## config.mk

```make
export PLATFORM = sky130hd
export DESIGN_NAME = gpio_drive_and_pin_interrupts
export DESIGN_NICKNAME = d
export VERILOG_FILES = /design/src/verilog/gpio_pkg.sv /design/src/verilog/gpio_drive_and_pin_interrupts.sv /design/src/verilog/pin_edge_sync.sv
export SDC_FILE = /design/constraint.sdc
export NUM_CORES = 1
export LEC_CHECK = 0
export ABC_AREA = 1
export CORE_MARGIN = 1
export CORE_UTILIZATION = 40
export DETAILED_ROUTE_END_ITERATION = 8
export DONT_BUFFER_PORTS = 1
export GPL_TIMING_DRIVEN = 0
export PLACE_DENSITY = 0.6
export SYNTH_ARGS = -nofsm -noshare
export SYNTH_HDL_FRONTEND = slang
export SYNTH_SLANG_ARGS = --single-unit
```

## constraint.sdc

```tcl
create_clock -name clk_in -period 1.39 [get_ports clk_in]
set_clock_uncertainty 0.2 [all_clocks]
set_input_delay 0.139 -clock clk_in [delete_from_list [all_inputs] [get_ports clk_in]]
set_output_delay 0.139 -clock clk_in [all_outputs]
set_load 0.01 [all_outputs]
```

## src/verilog/gpio_pkg.sv

```systemverilog
// package: register map, field layout and reset values of the gpio drive block
package gpio_pkg;
  // register indices; each register sits on its own aligned word, byte address = 4 x index
  localparam logic [7:0] port0_data_idx = 8'h00;
  localparam logic [7:0] port1_data_idx = 8'h01;
  localparam logic [7:0] port0_irq_en_idx = 8'h04;
  localparam logic [7:0] port1_irq_en_idx = 8'h05;
  localparam logic [7:0] port0_data_off = {port0_data_idx[5:0], 2'h0};
  localparam logic [7:0] port1_data_off = {port1_data_idx[5:0], 2'h0};
  localparam logic [7:0] port_cfg_off = 8'h08;
  localparam logic [7:0] port0_irq_en_off = {port0_irq_en_idx[5:0], 2'h0};
  localparam logic [7:0] port1_irq_en_off = {port1_irq_en_idx[5:0], 2'h0};
  localparam logic [7:0] serial_place_off = 8'h18;
  localparam logic [7:0] pin_state_off = 8'h1c;
  localparam logic [7:0] irq_ctrl_off = 8'h20;
  localparam logic [7:0] irq_status_off = 8'h24;
  localparam logic [7:0] irq_mask_off = 8'h28;
  localparam logic [7:0] port0_data_rst = 8'hff;
  localparam logic [2:0] port1_data_rst = 3'h7;
  localparam logic [3:0] port_cfg_rst = 4'h0;
  localparam logic [7:0] irq_en_rst = 8'h00;
  localparam logic [7:0] serial_place_rst = 8'h00;
  localparam int serial_pos_bit = 7;
  localparam int serial_width_bit = 1;
  localparam int ctrl_global_bit = 0;
  localparam int ctrl_sense_bit = 1;
  localparam int ctrl_twowire_bit = 2;
  localparam logic [1:0] cfg_rise_hiz = 2'h0;
  localparam logic [1:0] cfg_fall_hiz = 2'h1;
  localparam logic [1:0] cfg_strong = 2'h2;
  localparam logic [1:0] cfg_resistive = 2'h3;
  localparam int sync_stages = 2;
endpackage

```

## src/verilog/gpio_drive_and_pin_interrupts.sv

```systemverilog
// module: gpio drive selection, pin interrupts and serial pin placement with apb slave
`timescale 1ns/100ps
module gpio_drive_and_pin_interrupts
  import gpio_pkg::*;
#(
  parameter int port0_pins = 8,
  parameter int port1_pins = 3
)
(
  input wire logic clk_in,
  input wire logic rstn_in,
  input wire logic psel_in,
  input wire logic penable_in,
  input wire logic pwrite_in,
  input wire logic [7:0] paddr_in,
  input wire logic [31:0] pwdata_in,
  output logic [31:0] prdata_out,
  output logic pready_out,
  output logic pslverr_out,
  input wire logic [port0_pins+port1_pins-1:0] pin_in,
  output logic [port0_pins+port1_pins-1:0] pin_out,
  output logic [port0_pins+port1_pins-1:0] pin_oe_n_out,
  output logic [port0_pins+port1_pins-1:0] pin_pullup_out,
  input wire logic twowire_scl_drive_low_in,
  input wire logic twowire_sda_drive_low_in,
  output logic twowire_scl_out,
  output logic twowire_sda_out,
  output logic irq_out
);
  localparam int npins = port0_pins + port1_pins;

  initial
  begin
    // port 1 reset value is only three bits wide, and the serial pins need two
    if (port0_pins != 8 || port1_pins < 2 || port1_pins > 3)
      $error("port widths unsupported");
  end

  // ************************************
  // state
  // ************************************
  typedef struct packed
  {
    logic [7:0] data0;
    logic [port1_pins-1:0] data1;
    logic [3:0] cfg;
    logic [7:0] irq_en0;
    logic [port1_pins-1:0] irq_en1;
    logic [7:0] place;
    logic [2:0] ctrl;
    logic [npins-1:0] status;
    logic [npins-1:0] mask;
    logic [31:0] rdata;
  } regs_t;
  regs_t st_reg;
  regs_t st_next;

  logic [npins-1:0] level;
  logic [npins-1:0] rise;
  logic [npins-1:0] fall;
  logic [npins-1:0] data_all;
  logic [npins-1:0] en_all;
  logic [npins-1:0] edge_hit;
  logic [npins-1:0] serial_pin;
  logic wr;
  logic rd;

  function automatic logic [1:0] port_cfg(input logic [3:0] cfg, input int idx);
    port_cfg = (idx < port0_pins) ? cfg[1:0] : cfg[3:2];
  endfunction

  pin_edge_sync #(.width(npins)) u_sync
  (
    .clk_in(clk_in),
    .rstn_in(rstn_in),
    .pin_in(pin_in),
    .level_out(level),
    .rise_out(rise),
    .fall_out(fall)
  );

  assign data_all = {st_reg.data1, st_reg.data0};
  assign en_all = {st_reg.irq_en1, st_reg.irq_en0};
  assign wr = psel_in && penable_in && pwrite_in;
  assign rd = psel_in && !penable_in && !pwrite_in;
  assign pready_out = 1'b1;
  assign pslverr_out = 1'b0;
  assign prdata_out = st_reg.rdata;

  // location and width select both zero: scl on p1.0, sda on p1.1
  always_comb
  begin
    serial_pin = '0;
    if (st_reg.ctrl[ctrl_twowire_bit] && !st_reg.place[serial_pos_bit]
        && !st_reg.place[serial_width_bit])
    begin
      serial_pin[port0_pins] = 1'b1;
      serial_pin[port0_pins+1] = 1'b1;
    end
  end

  // ************************************
  // pin drivers
  // ************************************
  genvar g;
  generate
    for (g = 0; g < npins; g++)
    begin : g_pin
      logic [1:0] c;
      logic d;
      assign c = port_cfg(st_reg.cfg, g);
      // serial pins: open drain from data bit and two-wire engine
      assign d = serial_pin[g]
        ? (data_all[g] && !(g == port0_pins ? twowire_scl_drive_low_in
                                            : twowire_sda_drive_low_in))
        : data_all[g];
      assign pin_out[g] = serial_pin[g] ? 1'b0 : d;
      always_comb
      begin
        if (!d)
          pin_oe_n_out[g] = 1'b0;
        else if (serial_pin[g])
          pin_oe_n_out[g] = 1'b1;
        else if (c == cfg_strong)
          pin_oe_n_out[g] = 1'b0;
        else
          pin_oe_n_out[g] = 1'b1;
      end
      // pull-up off in two-wire use; the bus needs external pull-ups
      assign pin_pullup_out[g] = d && !serial_pin[g] && c == cfg_resistive;
      // falling edge for 01/11, rising for 00, none when driven
      assign edge_hit[g] = (c == cfg_rise_hiz) ? rise[g]
        : (c == cfg_strong) ? 1'b0 : fall[g];
    end
  endgenerate

  assign twowire_scl_out = level[port0_pins];
  assign twowire_sda_out = level[port0_pins+1];

  // ************************************
  // registers
  // ************************************
  always_comb
  begin
    st_next = st_reg;
    // edges latch pending bits; a set beats a same-cycle clear
    if (wr && paddr_in == irq_status_off)
      st_next.status = st_reg.status & ~pwdata_in[npins-1:0];
    st_next.status = st_next.status | (edge_hit & en_all
      & {npins{st_reg.ctrl[ctrl_global_bit] & st_reg.ctrl[ctrl_sense_bit]}});
    if (wr)
    begin
      case (paddr_in)
        port0_data_off: st_next.data0 = pwdata_in[7:0];
        port1_data_off: st_next.data1 = pwdata_in[port1_pins-1:0];
        port_cfg_off: st_next.cfg = pwdata_in[3:0];
        port0_irq_en_off: st_next.irq_en0 = pwdata_in[7:0];
        port1_irq_en_off: st_next.irq_en1 = pwdata_in[port1_pins-1:0];
        serial_place_off: st_next.place = pwdata_in[7:0];
        irq_ctrl_off: st_next.ctrl = pwdata_in[2:0];
        irq_mask_off: st_next.mask = pwdata_in[npins-1:0];
        default: st_next.rdata = st_reg.rdata;
      endcase
    end
    if (rd)
    begin
      // enable registers are write-only and read back as zero
      case (paddr_in)
        port0_data_off: st_next.rdata = {24'h0, level[7:0]};
        port1_data_off: st_next.rdata = 32'({level[npins-1:port0_pins]});
        port_cfg_off: st_next.rdata = {28'h0, st_reg.cfg};
        serial_place_off: st_next.rdata = {24'h0, st_reg.place};
        pin_state_off: st_next.rdata = 32'(level);
        irq_ctrl_off: st_next.rdata = {29'h0, st_reg.ctrl};
        irq_status_off: st_next.rdata = 32'(st_reg.status);
        irq_mask_off: st_next.rdata = 32'(st_reg.mask);
        default: st_next.rdata = 32'h0000_0000;
      endcase
    end
  end

  always_ff @(posedge clk_in or negedge rstn_in)
  begin
    if (!rstn_in)
    begin
      st_reg <= '0;
      st_reg.data0 <= port0_data_rst;
      st_reg.data1 <= port1_data_rst[port1_pins-1:0];
      st_reg.cfg <= port_cfg_rst;
      st_reg.irq_en0 <= irq_en_rst;
      st_reg.irq_en1 <= irq_en_rst[port1_pins-1:0];
      st_reg.place <= serial_place_rst;
    end
    else
      st_reg <= st_next;
  end

  assign irq_out = |(st_reg.status & st_reg.mask);

  // ************************************
  // checks
  // ************************************
  chk_low_drive: assert property (@(posedge clk_in) disable iff (!rstn_in)
    (!data_all[0] |-> !pin_oe_n_out[0] && !pin_out[0])) else $error("zero data not driven low");
  chk_strong_high: assert property (@(posedge clk_in) disable iff (!rstn_in)
    (data_all[1] && st_reg.cfg[1:0] == cfg_strong |-> !pin_oe_n_out[1] && pin_out[1]))
    else $error("strong high missing");
  chk_weak_pull: assert property (@(posedge clk_in) disable iff (!rstn_in)
    (data_all[2] && st_reg.cfg[1:0] == cfg_resistive |-> pin_oe_n_out[2] && pin_pullup_out[2]))
    else $error("resistive mode wrong");
  chk_hiz_mode: assert property (@(posedge clk_in) disable iff (!rstn_in)
    (data_all[3] && !st_reg.cfg[1] |-> pin_oe_n_out[3] && !pin_pullup_out[3]))
    else $error("hi-z mode wrong");
  chk_enable_write: assert property (@(posedge clk_in) disable iff (!rstn_in)
    (wr && paddr_in == port0_irq_en_off |=> st_reg.irq_en0 == $past(pwdata_in[7:0])))
    else $error("enable write lost");
  chk_serial_odrain: assert property (@(posedge clk_in) disable iff (!rstn_in)
    (serial_pin[port0_pins] |-> !pin_out[port0_pins] && !pin_pullup_out[port0_pins]))
    else $error("serial pin not open drain");
  chk_driven_noirq: assert property (@(posedge clk_in) disable iff (!rstn_in)
    (st_reg.cfg[1:0] == cfg_strong && $stable(st_reg.cfg) && !wr |=> $stable(st_reg.status[0])))
    else $error("driven pin raised irq");
  chk_edge_latch: assert property (@(posedge clk_in) disable iff (!rstn_in)
    (fall[0] && en_all[0] && st_reg.cfg[1:0] == cfg_fall_hiz && st_reg.ctrl[0] && st_reg.ctrl[1]
     |=> st_reg.status[0])) else $error("edge not latched");
endmodule

```

## src/verilog/pin_edge_sync.sv

```systemverilog
// module: two-flop pin synchroniser with rise and fall pulses
`timescale 1ns/100ps
module pin_edge_sync
  import gpio_pkg::*;
#(
  parameter int width = 11
)
(
  input wire logic clk_in,
  input wire logic rstn_in,
  input wire logic [width-1:0] pin_in,
  output logic [width-1:0] level_out,
  output logic [width-1:0] rise_out,
  output logic [width-1:0] fall_out
);
  typedef struct packed
  {
    logic [width-1:0] meta;
    logic [width-1:0] sync;
    logic [width-1:0] last;
  } sync_state_t;
  sync_state_t st_reg;
  sync_state_t st_next;

  initial
  begin
    if (width < 1) $error("width must be positive");
    if (sync_stages != 2) $error("only two synchroniser stages supported");
  end

  always_comb
  begin
    st_next = st_reg;
    st_next.meta = pin_in;
    st_next.sync = st_reg.meta;
    st_next.last = st_reg.sync;
  end

  // reset state is idle-high so a pulled-up pin makes no edge at release
  always_ff @(posedge clk_in or negedge rstn_in)
  begin
    if (!rstn_in)
      st_reg <= '1;
    else
      st_reg <= st_next;
  end

  assign level_out = st_reg.sync;
  assign rise_out = st_reg.sync & ~st_reg.last;
  assign fall_out = ~st_reg.sync & st_reg.last;
endmodule

```

* Word-level counts from Yosys, hierarchy flattened
Index checks and enable logic that the tools add are counted.
** Word-level totals
- Output and inout bits :: 70
- Memory bits (read-only) :: 0
- Logic and storage cells :: 124
- Register bits after elaboration :: 124
- Memory bits (writable) :: 0
- Bits in latches :: 0
- Memories :: 0
- Bits of input ports :: 58
** Operators by class
- Reductions and logical operators :: 42
- Order comparisons :: 0
- Div/mod/pow operators :: 0
- Bitwise gates (word level) :: 11
- Shift-type cells :: 0
- Multiply operators :: 0
- Equality and inequality tests :: 13
- Add/subtract/negate cells :: 0
- Muxes and demuxes :: 45
** Operators by type and width (number)
- case mux 11 bit (8 select lines) :: 1
- AND 11 bit :: 6
- two-way mux 1 bit :: 41
- inverter 11 bit :: 3
- == test 8 x 5 -> 1 bit (second input constant) :: 4
- two-way mux 32 bit :: 1
- == test 8 x 6 -> 1 bit (second input constant) :: 3
- logical AND 1 bit :: 22
- AND reduction 2 bit :: 8
- two-way mux 11 bit :: 1
- bitwise OR 11 bit :: 1
- OR reduction 11 bit :: 1
- == test 2 bit (second input constant) :: 4
- == test 8 x 3 -> 1 bit (second input constant) :: 1
- == test 8 x 4 -> 1 bit (second input constant) :: 1
- logical NOT 1 bit :: 8
- logical NOT 8 bit :: 1
- logical NOT 2 bit :: 2
- two-way mux 2 bit :: 1
- AND 1 bit :: 1

* Longest topological paths before layout
Gate-level depths: netlist (run 1).
- Depth in word-level cells :: 7
- Mapped depth :: 10
- Gate-level depth less buffers :: 9

* By module
A second synthesis (run 1) with hierarchy kept.
** Unflattened totals
- Cell total of the unflattened synthesis :: 632
- Area total of the unflattened synthesis :: 5347.6 um^2
** By module, submodules not included
- gpio_drive_and_pin_interrupts :: seq. area each 1765.4 um^2, cells each 544, area each 4232.8 um^2, instances 1
- pin_edge_sync :: seq. area each 867.1 um^2, cells each 88, area each 1114.8 um^2, instances 1

* Least setup slack after synthesis (run 1)
Ideal clock, no wire load.
- Path type :: register to output
- Start :: register st_reg[64] (netlist name)
- End :: output pin_oe_n_out[8]
- Data required time :: 1.051 ns
- Arrival time :: 1.018 ns
- Setup slack :: 0.033 ns
- Path buffers :: 0
- Cell stages (with the launch flop) :: 6
- Cells stage by stage :: dfrtp_1 -> nor2_1 -> nand2_1 -> inv_1 -> nor2_1 -> a211oi_1
** Between the ends
- Longest elaborated chain between the ends :: 6
- Elaborated cells on any way between the ends :: 7
- Classes of those cells :: mux: 4; reduce/logical: 3
** RTL lines
- from (decl) :: line gpio_drive_and_pin_interrupts.sv:55 : regs_t st_reg;
- from (signal assigned) :: line gpio_drive_and_pin_interrupts.sv:195 : st_reg <= st_next;
- logical NOT 1 bit * :: line gpio_drive_and_pin_interrupts.sv:94 : if (st_reg.ctrl[ctrl_twowire_bit] && !st_reg.place[serial_pos_bit]
- logical AND 1 bit * :: line gpio_drive_and_pin_interrupts.sv:94
- logical AND 1 bit * :: line gpio_drive_and_pin_interrupts.sv:95 : && !st_reg.place[serial_width_bit])
- two-way mux 2 bit * :: line gpio_drive_and_pin_interrupts.sv:94
- two-way mux 1 bit (on tied branches) :: line gpio_drive_and_pin_interrupts.sv:122, gpio_drive_and_pin_interrupts.sv:114
- two-way mux 1 bit * :: line gpio_drive_and_pin_interrupts.sv:120 : if (!d)
- to (decl) :: line gpio_drive_and_pin_interrupts.sv:22 : output logic [port0_pins+port1_pins-1:0] pin_oe_n_out,
Mark *: on every way between the ends. The rest lies on a longest branch, timed or not.

* Final worst setup path (run 1)
- Start :: register st_reg[64] (netlist name)
- End :: output pin_oe_n_out[9]
The elaborated chain is that of the path after synthesis.

==> flow_summary.yaml, run 1 <==
synthesis:
  yosys_most_used_dff: "dfrtp_1"
  synth_top_cell_by_area: "dfrtp_1"
  synth-seq-area-share_pct: 50.93
  synth.area.top_cells: "dfrtp_1 29%, dfstp_2 22%, nand2_1 11%, buf_4 6.7%, nand3_1 6.0%"
  yosys.area.top_type_share_pct: 28.56
  async_reset_ff_share_pct: 100.0
  synthTopCellsByCount: "156 x nand2_1, 62 x nand3_1, 59 x dfrtp_1, 48 x inv_1, 46 x buf_4"
  synth_cell_types: 31
  yosysMostFrequentCell: "nand2_1"
  synth.avg_cell_area_um2: 8.851
  synth_enable_flop_cells: 0
  synth_seq_cells: 103
  syn_area_um2: 5169
  yosys_warnings: 0
  syn_inst: 584
floorplan:
  die_h_um: 115.7
  rows: 41
  start_util_pct: 40.96
  core_um2: 12620
  num_io_pins: 128
  die-area_um2: 13380
  die_w_um: 115.7
worst_setup_path:
  cp_data_arrival_time_ns: 1.36
  crit_type: "flip-flop to output pin"
  cp_max_fo: 6
  max_stage_delay_ns: 0.38
  required_ns: 1.05
  crit_path_end_kind: "output pin"
  cp_cell_sequence: "nor2_2, nand2_2, inv_2, buf_4, a211oi_4"
  slowest_stage: "dfrtp_1"
  startpoint_type: "flip-flop"
clocking:
  root_buffer: "clkbuf_16"
  htree_levels: 3
  path_clk_slew_ns: 0.07
  clk_path_buf_depth: 2
  cts_sinks: 103
  cts_buffers: 9
  tritoncts: "yes"
  insertion_delay_ns: 0.35
route:
  highest_layer: "met4"
  vias_per_cell: 4.852
  met2_length_um: 6559
  vias: 4056
  drt_iter0_markers: 170
  wirelength_um: 13590
  wl_per_cell_um: 16.26
  firstDrtPassIters: 4
  wl_met3_um: 724
  antenna_left: 0
  drc: 0
  drt-met1-wl_um: 5747
placed_design:
  post-place-ws_ns: -0.2844
  io_buffers: 0
  dp_hpwl_um: 8941
  dpl_cell_area_um2: 5463
  gp_congestion: 0.8612
sta:
  slew_headroom_pct: 64.69
  grt_setup_unrepaired: "yes"
  fmax_mhz: 587.8
  hold_slack_ns: -0.7117
  period_minus_slack_ns: 1.701
  worst_pin_slew_ns: 0.5290
  setup_tns_ns: -4.669
  fin_crit_sh_pct: 122.4
  setup_viol: 36
  hold_viol_final: 104
  drv_slew: 0
  fin_ws_ns: -0.3111
finish:
  nets: 717
  n_antenna_cell: 0
  largest_register_ff_count: 33
  final_area_um2: 6541
  drive_above_1_share_pct: 38.55
  area_growth_pct: 26.56
  utilization_pct: 51.83
global_routing:
  antenna_found_initial: 0
  grt_pass1_vias: 4010
  overflow: 0
  track_usage_pct: 21.64
  grt_pass1_wl_um: 21180
  grt_max_degree: 104
power:
  p_leak_nw: 2.957
  peakVddDrop_mv: 0.7363
  p_per_area_nw_per_um2: 950.3
outcome:
  outcome: "finished with violations"
  violations: "hold timing, setup timing"
run:
  max-cap-violations: 0
min_path:
  hold_class: "input pin to async pin"
==> layer usage <==
| layer | vias up | GRT usage (%) |
|---|---|---|
| met2 | 138 | 34.33 |
| met1 | 1915 | 28.21 |
| li1 | 1965 | - |
| met4 | 0 | 12.82 |
| met3 | 38 | 3.295 |
| met5 | - | 0 |
==> power breakdown <==
| part | switching [mW] | internal [mW] | leakage (nW) |
|---|---|---|---|
| clock network | 1.08 | 1.50 | 0.147 |
| logic | 0.258 | 0.189 | 1.59 |
| registers | 0.0689 | 3.12 | 1.22 |
| total | 1.40 | 4.81 | 2.96 |
==> critical path: cells and delay by family (launching register included) <==
kind,cells,cell delay (ns)
buffers and inverters,2,0.22
flip-flops,1,0.38
AND/OR/NAND/NOR,2,0.16
AO/OA/AOI/OAI,1,0.26
==> final timing paths <==
check / startpoint / endpoint / slack (ns) / cells past startpoint
setup reg to reg: g_pin[0].c[0]$_DFFE_PN0P_ / st_reg[47]$_DFF_PN0_ / -0.10 / 6
hold / removal: rstn_in / st_reg[54]$_DFFE_PN0P_ / -0.71 / 0
min in group clk_in: paddr_in[5] / st_reg[52]$_DFF_PN0_ / 0 / 5
setup / recovery: st_reg[64]$_DFFE_PN0P_ / pin_oe_n_out[9] / -0.31 / 5
hold reg to reg: u_sync.st_next[21]$_DFF_PN1_ / u_sync.level_out[10]$_DFF_PN1_ / 0.14 / 0
max in group asynchronous: rstn_in / pin_out[4]$_DFFE_PN1P_ / 1.48 / 0
==> what timing repair did <==
| item | CTS | global route |
|---|---|---|
| resized for setup | 76 | 28 |
| setup buffers | 20 | 3 |
| pin swaps | 35 | 27 |
| endpoints found under the hold margin | 147 | 105 |
| hold buffers | 21 | 1 |
| setup endpoints to repair | 35 | 52 |
==> logic make-up after synthesis <==
family / count (synthesis) / synth area share [%]
other: 2 / 0.1453
AO/OA/AOI/OAI: 82 / 10.65
flip-flops: 103 / 50.93
buffers and inverters: 109 / 12.47
AND/OR/NAND/NOR: 288 / 25.81
==> stage by stage <==
step,power (mW),instances
after floorplan,3.486,605
after global placement,3.565,777
after detailed placement,3.574,777
after CTS,6.278,833
after global routing,6.464,836
final,6.216,836
==> layout by cell type, fill, tap and decap left out, drive strengths merged, types with 3 or more instances in the layout <==
cell type / n
nand3: 70
dfrtp: 59
nand2: 164
buf: 78
dlygate4sd3: 21
o31ai: 6
dfstp: 44
inv: 52
clkbuf: 16
o211ai: 3
a21oi: 3
nor2: 51
nor3: 3
o21ai: 65
conb: 23
==> cell type report <==
| class | instances | area (µm²) |
|---|---|---|
| Tap cell | 172 | 215.2 |
| Multi-Input combinational cell | 393 | 2277 |
| Inverter | 51 | 191.4 |
| Fill cell | 1160 | 6078 |
| Clock buffer | 14 | 264.0 |
| Clock inverter | 2 | 38.79 |
| Sequential cell | 103 | 2638 |
| Buffer | 57 | 483.0 |
| Timing Repair Buffer | 44 | 434.2 |
No activity file was read; power rests on OpenSTA's default activity.
==> run 2: changes to the inputs <==
SETUP_SLACK_MARGIN = 0.3   (was not set)
SKIP_LAST_GASP = 1   (was not set)
==> run 2 against run 1 <==
Highest routed layer unchanged. Non-clock buffer count is 27 higher. Via count is 4.2% higher. Largest cell class unchanged. Clock power up 5%. Combinational power rose by 16%. Critical path type unchanged. Global-route usage down 0.14 points. Critical path depth did not move. The run still ends with hold timing, setup timing left. Cell count is 3.2% higher.
==> flow_summary.yaml, run 2 (synthesis gave the netlist of run 1 again) <==
min_path:
  hold_class: "input pin to async pin"
clocking:
  htree_levels: 3
  cts_sinks: 103
  insertion_delay_ns: 0.35
  root_buffer: "clkbuf_16"
  cts_hold_buf: 19
  cts_buffers: 9
  clk_path_buf_depth: 2
  tritoncts: "yes"
  path_clk_slew_ns: 0.08
route:
  wl_per_cell_um: 16.05
  drt_iter0_markers: 228
  drc: 0
  firstDrtPassIters: 5
  wirelength_um: 13850
  vias: 4228
  antenna_left: 0
  vias_per_cell: 4.899
power:
  p_comb_share_pct: 8.0
  total_power_mw: 6.418
  clockPowerShare_pct: 42.2
  p_int_mw: 4.839
  p_sw_share_pct: 24.59
  p_per_area_nw_per_um2: 898.1
  peakVddDrop_mv: 0.6156
  p_leak_nw: 3.210
  p_sw_mw: 1.578
  seqPwrFrac_pct: 49.7
floorplan:
  die_w_um: 115.7
  die-area_um2: 13380
  rows: 41
  start_util_pct: 40.96
  num_io_pins: 128
  die_h_um: 115.7
  core_um2: 12620
sta:
  drv_slew: 0
  setup_tns_ns: -4.778
  slew_headroom_pct: 60.31
  grt_setup_unrepaired: "yes"
  worst_pin_slew_ns: 0.5947
  fin_ws_ns: -0.2670
  hold_slack_ns: -0.7229
  fin_crit_sh_pct: 119.2
  hold_viol_final: 123
  setup_viol: 37
  fmax_mhz: 603.5
  period_minus_slack_ns: 1.657
worst_setup_path:
  cp_cell_sequence: "nor2_2, nand2_1, inv_2, nor2_4, a211oi_4"
  cp_max_fo: 2
  crit_family: "flip-flops"
  startpoint_type: "flip-flop"
  r2r_slack_ns: -0.19
  crit_type: "flip-flop to output pin"
  crit_buf_inv: 1
  cp_data_arrival_time_ns: 1.32
  r2r_start: "g_pin[0].c[0]$_DFFE_PN0P_"
  crit_path_end_kind: "output pin"
  r2r-end: "st_reg[43]$_DFF_PN0_"
  r2r_cells: 6
  max_stage_delay_ns: 0.40
  slowest_stage: "dfrtp_1"
  required_ns: 1.05
global_routing:
  antenna_found_initial: 0
  grt_max_degree: 104
  grt_pass1_wl_um: 21240
  overflow: 0
  track_usage_pct: 21.50
  grt_pass1_vias: 3988
finish:
  drive_above_1_share_pct: 47.32
  area_growth_pct: 38.25
  n_antenna_cell: 0
  nets: 744
  final_area_um2: 7146
  nFillCells: 1122
  final_common_cell: "nand2_1"
  layout_common_cells: "143 x nand2_1, 56 x dfrtp_1, 53 x buf_4"
  largest_register_ff_count: 33
  stdcell_count: 863
placed_design:
  dp_hpwl_um: 9219
  place_inst: 777
  dpl_cell_area_um2: 5633
  gp_congestion: 0.8597
  io_buffers: 0
outcome:
  violations: "hold timing, setup timing"
  outcome: "finished with violations"
run:
  max-cap-violations: 0
==> run 2: cell count changes in the layout (fill, tap and decap cells not counted), moves of 4 or more <==
| cell | delta |
|---|---|
| buf_6 | +25 |
| inv_1 | -7 |
| nand2_1 | -10 |
| nand2_2 | +7 |
| nand3_1 | -17 |
| nand3_2 | +13 |
| nand3_4 | +4 |
| nor2_1 | -5 |
| o21ai_0 | -8 |
| o21ai_1 | +5 |
| o31ai_2 | -4 |
==> run 2: area by class of cell <==
class | instances | area, µm² | share of cell area (%)
flip-flops and latches | 103 | 2636 | 36.89
clock buffers | 10 | 239.0 | 3.344
clock inverters | 6 | 83.83 | 1.173
well taps | 172 | 215.2 | 3.012
multi-input cells | 393 | 2507 | 35.09
inverters | 51 | 216.5 | 3.029
repair buffers | 70 | 695.7 | 9.736
plain buffers | 58 | 551.8 | 7.722
==> run 2: through the flow <==
| step | utilization [%] | setup WS (ns) | hold slack, ns |
|---|---|---|---|
| after floorplan | - | 0.1445 | -0.3566 |
| after global placement | 44.64 | -0.08381 | -0.3537 |
| after CTS | 54.20 | -0.2923 | -0.7322 |
| after global routing | 56.62 | -0.3379 | -0.7428 |
| after detailed placement | 44.64 | -0.08910 | -0.3538 |
| final | 56.62 | -0.2670 | -0.7229 |
==> run 2: timing repair <==
action / CTS / global route
pin swaps: 60 / 44
hold endpoints to repair: 169 / 112
endpoints found under the setup margin: 69 / 82
gates resized for setup: 114 / 42
gates cloned: 0 / 0
setup buffers: 34 / 17
==> run 2: worst register-to-register path, cell delays in order, from the launching register on <==
cell        delay [ns]
dfrtp_1           0.34
buf_6             0.15
buf_12            0.13
clkinvlp_4        0.22
o31ai_4           0.31
nand3_2           0.09
nand2_1           0.07
==> run 2: worst max path at each step <==
stage	startpoint	cells after the start	end
floorplan	st_reg[64]$_DFFE_PN0P_	5	pin_oe_n_out[8]
global placement	st_reg[64]$_DFFE_PN0P_	5	pin_oe_n_out[8]
detailed placement	g_pin[0].c[0]$_DFFE_PN0P_	5	st_reg[43]$_DFF_PN0_
CTS	st_reg[58]$_DFFE_PN0P_	5	pin_oe_n_out[9]
global route	st_reg[64]$_DFFE_PN0P_	5	pin_oe_n_out[9]
finish	st_reg[64]$_DFFE_PN0P_	5	pin_oe_n_out[9]
==> run 2: power by group through the flow <==
stage	clock network (mW)	logic (mW)	registers, mW
after global routing	2.90	0.560	3.20
after detailed placement	0	0.361	3.24
after floorplan	0	0.298	3.21
final	2.71	0.516	3.19
after CTS	2.79	0.469	3.19
after global placement	0	0.356	3.24
==> run 2: metal layers <==
layer  global-route usage [%]  routed length [µm]  vias to the layer above
li1                         -                   -                     2030
met1                    27.70                6247                     2037
met2                    36.81                6698                      143
met3                    4.864                 688                       18
met4                    5.128                 214                        0
met5                        0                   0                        -
==> run 3: changes to the inputs <==
SLEW_MARGIN = 10   (was not set)
SYNTH_HIERARCHICAL = 1   (was not set)
==> run 3 against run 2 <==
The run still ends with hold timing, setup timing left. First-iteration DRC count up 3.9%. Final area increased by 4.5%. Register-to-register slack gained 0.12 ns. Sequential power about the same. Highest routed layer unchanged. Worst setup slack got worse by 0.087 ns. Largest cell class unchanged. Flip-flop and latch count unchanged. Synthesized cell count is 8.2% higher. Critical endpoint is now pin_pullup_out[8].
==> flow_summary.yaml, run 3 <==
sta:
  period_minus_slack_ns: 1.744
  grt_setup_unrepaired: "yes"
  setup_viol: 38
  fin_ws_ns: -0.3541
  setup_tns_ns: -5.410
  fmax_mhz: 573.4
  fin_crit_sh_pct: 125.5
  hold_viol_final: 111
  hold_slack_ns: -0.7190
  drv_slew: 0
synthesis:
  yosys_most_used_dff: "dfrtp_1"
  yosysMostFrequentCell: "nand2_1"
  synthTopCellsByCount: "165 x nand2_1, 68 x nand3_1, 59 x dfrtp_1, 57 x buf_4, 55 x inv_1"
  async_reset_ff_share_pct: 100.0
  syn_area_um2: 5348
  synth-seq-area-share_pct: 49.23
  yosys_warnings: 6
  yosys.area.top_type_share_pct: 27.61
  synth_cell_types: 30
  synth_enable_flop_cells: 0
  synth_seq_cells: 103
  synth.area.top_cells: "dfrtp_1 28%, dfstp_2 22%, nand2_1 12%, buf_4 8.0%, nand3_1 6.4%"
  synth.avg_cell_area_um2: 8.461
  syn_inst: 632
  synth_top_cell_by_area: "dfrtp_1"
route:
  firstDrtPassIters: 4
  vias: 4418
  wl_per_cell_um: 15.49
  antenna_left: 0
  vias_per_cell: 4.839
  wirelength_um: 14140
  drt_iter0_markers: 237
  drc: 0
finish:
  area_growth_pct: 39.61
  final_common_cell: "nand2_1"
  utilization_pct: 58.21
  drive_above_1_share_pct: 49.66
  stdcell_count: 913
  largest_register_ff_count: 33
  nFillCells: 1115
  nets: 794
  n_antenna_cell: 0
  layout_common_cells: "141 x nand2_1, 64 x buf_4, 55 x dfrtp_1"
clocking:
  insertion_delay_ns: 0.35
  clk_path_buf_depth: 2
  cts_buffers: 9
  htree_levels: 3
  tritoncts: "yes"
  cts_sinks: 103
  path_clk_slew_ns: 0.07
  root_buffer: "clkbuf_16"
worst_setup_path:
  startpoint_type: "flip-flop"
  cp_max_fo: 6
  crit_type: "flip-flop to output pin"
  crit_path_end_kind: "output pin"
  required_ns: 1.05
  r2r_slack_ns: -0.07
  cp_data_arrival_time_ns: 1.41
min_path:
  hold_class: "input pin to async pin"
floorplan:
  start_util_pct: 41.70
  die_w_um: 117.6
  die-area_um2: 13840
  die_h_um: 117.6
  rows: 41
  num_io_pins: 128
  core_um2: 12820
global_routing:
  overflow: 0
  grt-busiest-layer: "met2"
  grt_use_met2_pct: 36.14
  grtUsageMet1_pct: 25.88
  grtUsageMet3_pct: 5.523
  antenna_found_initial: 0
  grt_pass1_vias: 4515
  grt_max_degree: 104
  track_usage_pct: 21.35
  grt_pass1_wl_um: 23150
power:
  p_per_area_nw_per_um2: 830.2
  peakVddDrop_mv: 0.8772
  p_leak_nw: 3.436
placed_design:
  io_buffers: 0
  gp_congestion: 0.8949
  dp_hpwl_um: 9272
  place_inst: 825
outcome:
  violations: "hold timing, setup timing"
  outcome: "finished with violations"
run:
  max-cap-violations: 0
-- run 3: cell count changes after synthesis, sizes merged, moves of 2 or more --
cell,change
clkinv,+2
o31ai,-6
nand3,+6
nor2,+13
nand2,+12
buf,+12
inv,+12
o211ai,-3
-- run 3: final timing paths --
path | start | to | cells after the start
min reg2reg | u_sync/st_next[14]$_DFF_PN1_ | u_sync/level_out[3]$_DFF_PN1_ | 0
min | rstn_in | g_pin[0].c[0]$_DFFE_PN0P_ | 0
max in group asynchronous | rstn_in | pin_out[7]$_DFFE_PN1P_ | 0
max | st_reg[64]$_DFFE_PN0P_ | pin_pullup_out[8] | 5
min in group clk_in | paddr_in[3] | st_reg[39]$_DFFE_PN0P_ | 5
max reg2reg | g_pin[10].c[0]$_DFFE_PN0P_ | st_reg[52]$_DFF_PN0_ | 8
-- run 3: logic make-up (layout without fill, tap and decap cells) --
| group | after synthesis | count (layout) | synth area share, % |
|---|---|---|---|
| and+or+nand+nor | 320 | 320 | 27.37 |
| buffers and inverters | 136 | 224 | 14.55 |
| DFF | 103 | 103 | 49.23 |
| AOI/OAI and AO/OA | 71 | 71 | 8.704 |
| other | 2 | 23 | 0.1404 |
-- run 3: worst max-delay path: stages (launching register included) --
cell     delay [ns]
dfrtp_2        0.41
nor2_2         0.05
nand2_1        0.09
inv_2          0.07
buf_12         0.14
nor3_2         0.30
-- run 3: power by group --
part           internal (mW)  total, mW  switching, mW  leakage [nW]
clock network           1.28       2.43           1.15         0.134
logic                  0.271      0.588          0.317          2.08
registers               3.12       3.18         0.0591          1.22
total                   4.67       6.20           1.53          3.44
-- run 3: cell type report --
class                           instances  area, µm²  share of cell area, %
Sequential cell                       103       2638                  35.33
Buffer                                 71      710.7                  9.519
Tap cell                              172      215.2                  2.883
Clock inverter                          5      40.04                 0.5363
Timing Repair Buffer                   72      699.4                  9.368
Inverter                               65      292.8                  3.922
Clock buffer                           11      242.7                  3.251
Multi-Input combinational cell        414       2628                  35.19
-- run 3: timing repair --
action / CTS / global route
hold buffers: 20 / 1
pin swaps: 36 / 41
setup endpoints to repair: 70 / 74
hold endpoints to repair: 160 / 117
setup buffers: 34 / 17
gates cloned: 1 / 0
resized for setup: 97 / 49
-- run 3: layer usage --
metal	part of all wire [%]	up-vias
met5	0	-
met4	2.7	0
met3	5.4	27
met2	50	128
met1	42	2128
li1	-	2135
-- run 3: per-stage QoR --
stage / total power [mW] / setup slack (ns) / instance area [µm²]
after global placement: 3.657 / -0.1200 / 6001
after CTS: 6.247 / -0.3401 / 7177
final: 6.198 / -0.3541 / 7466
after floorplan: 3.577 / 0.09245 / 5786
after global routing: 6.465 / -0.4115 / 7466
after detailed placement: 3.668 / -0.1407 / 6001
